**config.mk**
```make
export PLATFORM = sky130hd
export DESIGN_NAME = comparator_a_control
export DESIGN_NICKNAME = d
export VERILOG_FILES = /design/src/hdl/comparator_a_control.v /design/src/hdl/comp_event_detect.v
export VERILOG_INCLUDE_DIRS = /design/src /design/src/common
export SDC_FILE = /design/constraint.sdc
export NUM_CORES = 1
export LEC_CHECK = 0
export ABC_AREA = 1
export BUFFER_PORTS_ARGS = -buffer_cell sky130_fd_sc_hd__buf_2
export CAP_MARGIN = 15
export CORE_UTILIZATION = 45
export CTS_BUF_LIST = sky130_fd_sc_hd__clkbuf_4
export CTS_CLUSTER_DIAMETER = 60
export DETAILED_ROUTE_END_ITERATION = 6
export PLACE_DENSITY = 0.77
export SLEW_MARGIN = 40
export SYNTH_ARGS = -nofsm -noshare
export SYNTH_HDL_FRONTEND = slang
export SYNTH_SLANG_ARGS = --single-unit
```
**constraint.sdc**
```tcl
create_clock -name clk -period 1.28 [get_ports clk]
set_input_delay 0.064 -clock clk [delete_from_list [all_inputs] [get_ports clk]]
set_output_delay 0.064 -clock clk [all_outputs]
set_load 0.01 [all_outputs]
```
**src/common/comp_a_defines.vh**
```
// Offsets, field positions, reset values and encodings of the comparator A control block.
`ifndef COMP_A_DEFINES_VH
`define COMP_A_DEFINES_VH
// ----------------------------------------------------------------------------
// Register byte addresses
// ----------------------------------------------------------------------------
`define CTRL_STATUS_ADDR  4'h0
`define IRQ_ENABLE_ADDR   4'h4
`define COMP_STATE_ADDR   4'h8
// ----------------------------------------------------------------------------
// Control and status fields, interrupt enable field
// ----------------------------------------------------------------------------
`define SEL_HI            7
`define SEL_LO            6
`define CONNECT_BIT       5
`define FLAG_BIT          4
`define ENABLE_BIT        3
`define MODE_HI           2
`define MODE_LO           0
`define CTRL_RESET        8'h00
`define IE_COMP_BIT       6
`define IE_RESET          8'h00
// ----------------------------------------------------------------------------
// Interrupt mode encodings
// ----------------------------------------------------------------------------
`define MODE_LOW_LEVEL    3'h0
`define MODE_POS_EDGE     3'h1
`define MODE_TOGGLE_DB    3'h2
`define MODE_POS_EDGE_DB  3'h3
`define MODE_NEG_EDGE     3'h4
`define MODE_TOGGLE       3'h5
`define MODE_NEG_EDGE_DB  3'h6
`define MODE_HIGH_LEVEL   3'h7
`define DB_OVERFLOWS      2'h2
// ----------------------------------------------------------------------------
// Bus responses
// ----------------------------------------------------------------------------
`define RESP_OKAY         2'h0
`define RESP_SLVERR       2'h2
`endif

```
**src/hdl/comparator_a_control.v**
```verilog
// Comparator A control and status logic with an AXI4-Lite register slave.
`timescale 1ns/1ns
`include "comp_a_defines.vh"
// Contract
// - Select code 0..3 routes analog input 0..3 to the positive terminal.
// - Connect bit 1 joins the selected pins to the comparator; 0 isolates them.
// - Event flag sets when output meets the chosen mode while enabled.
// - Event flag stays set until software writes it to zero.
// - Interrupt request is gated by bit 6 of the interrupt enable register.
// - Enable clear forces comparator output low and blocks new events.
// - While enabled, the four shared analog pins are held input-only.
// - Output is one when positive input exceeds negative input, else zero.
// - Mode field selects level, edge, toggle and debounced edge or toggle conditions.
// - Debounced modes wait two Timer 1 overflows, then resample against expected value.
module comparator_a_control (
  input  wire        clk,
  input  wire        nrst,
  input  wire [3:0]  s_axi_awaddr,
  input  wire        s_axi_awvalid,
  output wire        s_axi_awready,
  input  wire [31:0] s_axi_wdata,
  input  wire [3:0]  s_axi_wstrb,
  input  wire        s_axi_wvalid,
  output wire        s_axi_wready,
  output reg  [1:0]  s_axi_bresp,
  output reg         s_axi_bvalid,
  input  wire        s_axi_bready,
  input  wire [3:0]  s_axi_araddr,
  input  wire        s_axi_arvalid,
  output wire        s_axi_arready,
  output reg  [31:0] s_axi_rdata,
  output reg  [1:0]  s_axi_rresp,
  output reg         s_axi_rvalid,
  input  wire        s_axi_rready,
  input  wire        comp_raw,
  input  wire        timer1_overflow,
  output reg  [3:0]  pos_mux_onehot,
  output reg         input_connect_a,
  output reg  [1:0]  reference_select_a,
  output reg         analog_enable,
  output reg         pins_input_only,
  output reg         comparator_out,
  output wire        comp_irq_request
);
  reg  [7:0] ctrl;
  reg  [7:0] ie_reg;
  reg        comp_meta;
  reg        comp_sync;
  reg        aw_held;
  reg        w_held;
  reg  [3:0] aw_addr;
  reg  [31:0] w_data;
  reg  [3:0] w_strb;
  wire       event_pulse;
  wire       enable_a = ctrl[`ENABLE_BIT];
  wire       do_write = aw_held & w_held & ~s_axi_bvalid;
  wire       ctrl_wr  = do_write & (aw_addr == `CTRL_STATUS_ADDR) & w_strb[0];
  wire       ie_wr    = do_write & (aw_addr == `IRQ_ENABLE_ADDR) & w_strb[0];

  function mapped;
    input [3:0] addr;
    begin
      mapped = (addr == `CTRL_STATUS_ADDR) | (addr == `IRQ_ENABLE_ADDR) | (addr == `COMP_STATE_ADDR);
    end
  endfunction

  // ----------------------------------------------------------------------------
  // Comparator output conditioning
  // ----------------------------------------------------------------------------
  // The analog core already outputs one when plus exceeds minus; it is asynchronous
  // to clk, so it passes two sync flip-flops and the enable gate register before the event logic sees it.
  always @(posedge clk) begin
    if (!nrst) begin
      comp_meta      <= 1'b0;
      comp_sync      <= 1'b0;
      comparator_out <= 1'b0;
    end else begin
      comp_meta      <= comp_raw;
      comp_sync      <= comp_meta;
      comparator_out <= comp_sync & enable_a;
    end
  end

  comp_event_detect u_detect (
    .clk             (clk),
    .nrst            (nrst),
    .enable          (enable_a),
    .mode            (ctrl[`MODE_HI:`MODE_LO]),
    .comp_out        (comparator_out),
    .timer1_overflow (timer1_overflow),
    .event_pulse     (event_pulse)
  );

  // ----------------------------------------------------------------------------
  // Analog switch controls
  // ----------------------------------------------------------------------------
  always @(posedge clk) begin
    if (!nrst) begin
      pos_mux_onehot     <= 4'h0;
      input_connect_a    <= 1'b0;
      analog_enable      <= 1'b0;
      pins_input_only    <= 1'b0;
      reference_select_a <= 2'h0;
    end else begin
      // Switches stay open unless connect is set, so a mux change done with
      // connect cleared never glitches the comparator input.
      pos_mux_onehot  <= ctrl[`CONNECT_BIT] ? (4'h1 << ctrl[`SEL_HI:`SEL_LO]) : 4'h0;
      input_connect_a <= ctrl[`CONNECT_BIT];
      analog_enable   <= enable_a;
      pins_input_only <= enable_a;
      reference_select_a <= 2'h0;
    end
  end

  // ----------------------------------------------------------------------------
  // Registers
  // ----------------------------------------------------------------------------
  always @(posedge clk) begin
    if (!nrst) begin
      ctrl   <= `CTRL_RESET;
      ie_reg <= `IE_RESET;
    end else begin
      if (ctrl_wr) begin
        ctrl <= w_data[7:0];
        ctrl[`FLAG_BIT] <= (w_data[`FLAG_BIT] & ctrl[`FLAG_BIT]) | event_pulse;
      end else if (event_pulse) begin
        ctrl[`FLAG_BIT] <= 1'b1;
      end
      if (ie_wr)
        ie_reg <= w_data[7:0];
    end
  end

  assign comp_irq_request = ctrl[`FLAG_BIT] & ie_reg[`IE_COMP_BIT];

  // ----------------------------------------------------------------------------
  // AXI4-Lite write channel
  // ----------------------------------------------------------------------------
  assign s_axi_awready = ~aw_held;
  assign s_axi_wready  = ~w_held;

  always @(posedge clk) begin
    if (!nrst) begin
      aw_held      <= 1'b0;
      w_held       <= 1'b0;
      aw_addr      <= 4'h0;
      w_data       <= 32'h00000000;
      w_strb       <= 4'h0;
      s_axi_bvalid <= 1'b0;
      s_axi_bresp  <= `RESP_OKAY;
    end else begin
      if (s_axi_awvalid && !aw_held) begin
        aw_held <= 1'b1;
        aw_addr <= s_axi_awaddr;
      end
      if (s_axi_wvalid && !w_held) begin
        w_held <= 1'b1;
        w_data <= s_axi_wdata;
        w_strb <= s_axi_wstrb;
      end
      if (do_write) begin
        s_axi_bvalid <= 1'b1;
        s_axi_bresp  <= mapped(aw_addr) ? `RESP_OKAY : `RESP_SLVERR;
      end else if (s_axi_bvalid && s_axi_bready) begin
        s_axi_bvalid <= 1'b0;
        aw_held      <= 1'b0;
        w_held       <= 1'b0;
      end
    end
  end

  // ----------------------------------------------------------------------------
  // AXI4-Lite read channel
  // ----------------------------------------------------------------------------
  assign s_axi_arready = ~s_axi_rvalid;

  always @(posedge clk) begin
    if (!nrst) begin
      s_axi_rvalid <= 1'b0;
      s_axi_rdata  <= 32'h00000000;
      s_axi_rresp  <= `RESP_OKAY;
    end else begin
      if (s_axi_arvalid && !s_axi_rvalid) begin
        s_axi_rvalid <= 1'b1;
        s_axi_rresp  <= mapped(s_axi_araddr) ? `RESP_OKAY : `RESP_SLVERR;
        case (s_axi_araddr)
          `CTRL_STATUS_ADDR: s_axi_rdata <= {24'h000000, ctrl};
          `IRQ_ENABLE_ADDR:  s_axi_rdata <= {24'h000000, ie_reg};
          `COMP_STATE_ADDR:  s_axi_rdata <= {30'h00000000, comp_irq_request, comparator_out};
          default:           s_axi_rdata <= 32'h00000000;
        endcase
      end else if (s_axi_rvalid && s_axi_rready) begin
        s_axi_rvalid <= 1'b0;
      end
    end
  end
endmodule // comparator_a_control

```
**src/hdl/comp_event_detect.v**
```verilog
// Event detector of comparator A: level, edge, toggle and debounced modes.
`timescale 1ns/1ns
`include "comp_a_defines.vh"
module comp_event_detect (
  input  wire       clk,
  input  wire       nrst,
  input  wire       enable,
  input  wire [2:0] mode,
  input  wire       comp_out,
  input  wire       timer1_overflow,
  output reg        event_pulse
);
  localparam IDLE = 1'b0;
  localparam WAIT = 1'b1;

  reg       prev_out;
  reg       state;
  reg       expect_val;
  reg [1:0] ovf_count;
  wire      rise = comp_out & ~prev_out;
  wire      fall = ~comp_out & prev_out;
  wire      debounce = (mode == `MODE_TOGGLE_DB) | (mode == `MODE_POS_EDGE_DB) | (mode == `MODE_NEG_EDGE_DB);
  reg       hit;
  reg       trigger;

  // ----------------------------------------------------------------------------
  // Condition decode
  // ----------------------------------------------------------------------------
  always @* begin
    hit = 1'b0;
    trigger = 1'b0;
    case (mode)
      `MODE_LOW_LEVEL:   hit = ~comp_out;
      `MODE_POS_EDGE:    hit = rise;
      `MODE_NEG_EDGE:    hit = fall;
      `MODE_TOGGLE:      hit = rise | fall;
      `MODE_HIGH_LEVEL:  hit = comp_out;
      `MODE_TOGGLE_DB:   trigger = rise | fall;
      `MODE_POS_EDGE_DB: trigger = rise;
      `MODE_NEG_EDGE_DB: trigger = fall;
      default:           hit = 1'b0;
    endcase
  end

  // ----------------------------------------------------------------------------
  // Debounce sequencer
  // ----------------------------------------------------------------------------
  // Timer 1 runs free, so two overflows guarantee at least one full period.
  always @(posedge clk) begin
    if (!nrst) begin
      prev_out    <= 1'b0;
      state       <= IDLE;
      expect_val  <= 1'b0;
      ovf_count   <= 2'h0;
      event_pulse <= 1'b0;
    end else begin
      prev_out    <= comp_out;
      event_pulse <= 1'b0;
      if (!enable || !debounce) begin
        state       <= IDLE;
        ovf_count   <= 2'h0;
        event_pulse <= enable & hit;
      end else begin
        case (state)
          IDLE: begin
            if (trigger) begin
              state      <= WAIT;
              expect_val <= comp_out;
              ovf_count  <= 2'h0;
            end
          end
          WAIT: begin
            if (timer1_overflow) begin
              if (ovf_count + 2'h1 == `DB_OVERFLOWS) begin
                state       <= IDLE;
                event_pulse <= (comp_out == expect_val);
              end else begin
                ovf_count <= ovf_count + 2'h1;
              end
            end
          end
          default: state <= IDLE;
        endcase
      end
    end
  end
endmodule // comp_event_detect

```
==> flow_summary.yaml <==
outcome:
  status: "finished clean"
setup_path:
  worstPathMaxFanout: 4
  crit_start: "comparator_out$_SDFF_PN0_"
  worstReg2RegStart: "comparator_out$_SDFF_PN0_"
  r2r_cells: 7
  crit_type: "reg2reg"
  worstSetupEndpointType: "flop"
  critPathLaunchType: "flop"
  r2r_slack_ps: 60
  worstPathArrival_ps: 1510
  crit_path_end: "u_detect.expect_val$_SDFFE_PN0P_"
  critical_path_required_ps: 1570
  r2r-end: "u_detect.expect_val$_SDFFE_PN0P_"
synthesis:
  yosysSeqAreaShare_pct: 44.6
  synth_cell_types: 29
  async_flop_share_pct: 0
  synth_area_um2: 2610
  yosys_register_bits: 58
  synth_largest_area_cell: "dfxtp_1"
  yosys_warnings: 0
  synth_top_area_share_pct: 44.6
  syn_inst: 347
  synthFlopType: "dfxtp_1"
  synth_top_cells_by_area: "dfxtp_1 (45%), buf_4 (8.4%), nor2_1 (7.8%)"
  synth_common_cells: "dfxtp_1 (58), nor2_1 (54), inv_1 (43)"
  synth_edf_count: 0
  yosysMostFrequentCell: "dfxtp_1"
  syn_area_per_cell_um2: 7.51
power_and_ir_drop:
  peakVddDrop_mv: 0.853
  clkPwrFrac_pct: 35.5
  intPower_mw: 2.63
  p_sw_share_pct: 25.2
  cellLeakagePower_nw: 1.49
  powerDensity_nw_per_um2: 1080
  sequentialPowerShare_pct: 54.1
  netSwitchingPower_mw: 0.887
  pwr-share-comb_pct: 10.4
  report.power.total_mw: 3.51
worst_hold_path:
  min_path_type: "in2reg"
final_layout:
  antenna_cells: 0
  postLayoutCellArea_um2: 3260
  fin_nets: 487
  synthToLayoutAreaGrowth_pct: 25.0
  layout-drive-gt1-share_pct: 21.6
  fill_cells: 526
  final_util_pct: 58.8
routing:
  num_vias: 2418
  via_per_inst: 4.76
  wire_per_inst_um: 10.9
  drcViolationCount: 0
  drt-pass1-iter-count: 6
  routed_wl_mm: 5.51
  drt_iter0_markers: 151
  ant_nets: 0
global_route:
  antenna_found_initial: 0
  grt_pass1_vias: 2225
  grt_use_total_pct: 19.8
  globalRouteOverflowTotal: 0
  grt_pass1_wl_mm: 9.47
  grt_max_degree: 27
clocking:
  clockRootBuffer: "clkbuf_4"
  cts_buffers: 9
  cts_htree_levels: 3
  clock_latency_ps: 390
  cts.path.max_buffers: 2
  cts_tree: "done"
  cts.sinks: 58
  cts.clk_slew.worst_paths_ps: 90
sta:
  fin_worst_skew_ps: 8.35
  hold_viol_final: 0
  setup_violations: 0
  grt_setup_unrepaired: "yes"
  slew_violations: 0
  period_share_pct: 95.6
  worst_slack_ps: 56.1
  finalHoldWorstSlack_ps: 40.1
  period_minus_slack_ps: 1220
  max_freq_mhz: 817
floorplan:
  dieHeight_um: 78.1
  rows: 27
  die_w_um: 78.1
  fp.coreArea_um2: 5540
  start_util_pct: 47.0
  io_pins: 105
  die-area_um2: 6100
job:
  cap_violations: 0
placement:
  placed_area_um2: 2840
  io_buffers: 49
  dp_slack_ps: 13.6
  globalplace.congestion: 0.836
  place_hpwl_mm: 3.74
## power groups by stage
stage | combinational [mW] | sequential (mW) | clock, mW
after CTS | 0.358 | 1.90 | 1.27
after detailed placement | 0.296 | 1.94 | 0
after global routing | 0.411 | 1.91 | 1.37
after floorplan | 0.259 | 1.93 | 0
final | 0.364 | 1.90 | 1.25
after global placement | 0.290 | 1.94 | 0
## how the worst min path moves through the flow
stage                                            to  depth (start not counted)  startpoint
after floorplan                comp_meta$_SDFF_PN0_                          2    comp_raw
after global placement         comp_meta$_SDFF_PN0_                          3    comp_raw
after detailed placement       comp_meta$_SDFF_PN0_                          3    comp_raw
after CTS                      comp_sync$_SDFF_PN0_                          3        nrst
after global routing      s_axi_rvalid$_SDFFE_PN0P_                          2        nrst
final                          comp_sync$_SDFF_PN0_                          3        nrst
## layer usage
metal / global-route usage [%] / vias up / routed length (µm)
met5: 0 / - / 0
met4: 7.41 / 0 / 93
met3: 6.63 / 10 / 321
met2: 33.2 / 81 / 2550
met1: 23.2 / 1097 / 2550
li1: - / 1230 / -
## logic make-up (layout without fill, tap and decap cells)
| group | Yosys count | after routing | share of synthesized area (%) |
|---|---|---|---|
| other | 1 | 28 | 0.144 |
| DFF | 58 | 58 | 44.6 |
| AOI/OAI and AO/OA | 68 | 68 | 13.7 |
| and+or+nand+nor | 133 | 133 | 23.2 |
| adders and majority gates | 3 | 3 | 1.44 |
| buffers and inverters | 84 | 146 | 17.0 |
## cell type report
cell class / count / area, µm² / share of cell area [%]
Sequential cell: 58 / 1170 / 35.9
Multi-Input combinational cell: 232 / 1130 / 34.6
Timing Repair Buffer: 83 / 561 / 17.2
Inverter: 47 / 181 / 5.57
Tap cell: 72 / 90.1 / 2.77
Clock buffer: 11 / 82.6 / 2.54
Clock inverter: 5 / 45.0 / 1.38
## worst max-delay path: stages (launching register included)
cell and delay [ps]:
dfxtp_2 360, inv_1 80, ha_4 270, inv_1 30, nand4_1 70, nand3_1 90
a21oi_1 150, nor2_1 60
## through the flow
step | setup TNS (ps) | cells
6_report | 0 | 508
5_1_grt | -10.5 | 508
4_1_cts | 0 | 507
3_5_place_dp | 0 | 466
3_3_place_gp | 0 | 466
2_1_floorplan | 0 | 374
## timing repair
action | 4_1_cts | 5_1_grt
resized for setup | 0 | 13
hold endpoints to repair | 20 | 0
hold buffers | 25 | 0
setup endpoints to repair | 0 | 13
setup buffers | 0 | 2
## cells in the final DEF (no fill, tap or decap)
cell / n
ha_4: 1
o21ai_1: 5
a21oi_1: 22
nand2_4: 1
nand2_1: 40
nand4_1: 15
nand2_2: 1
buf_2: 49
nor2_2: 1
o21ai_0: 34
nor2_1: 54
nor2_4: 2
o21a_1: 1
inv_1: 42
buf_4: 10
clkinv_1: 7
nor3_1: 3
or2_2: 1
o21ai_2: 1
conb_1: 28
clkbuf_4: 11
nand3_1: 13
ha_2: 2
dfxtp_1: 51
nand3_4: 1
nand3_2: 1
dfxtp_2: 7
o2111ai_1: 1
clkinv_4: 1
dlygate4sd3_1: 24
a31oi_1: 2
inv_2: 1
a21oi_2: 2
bufinv_16: 1
Power figures use the tool's default switching activity.
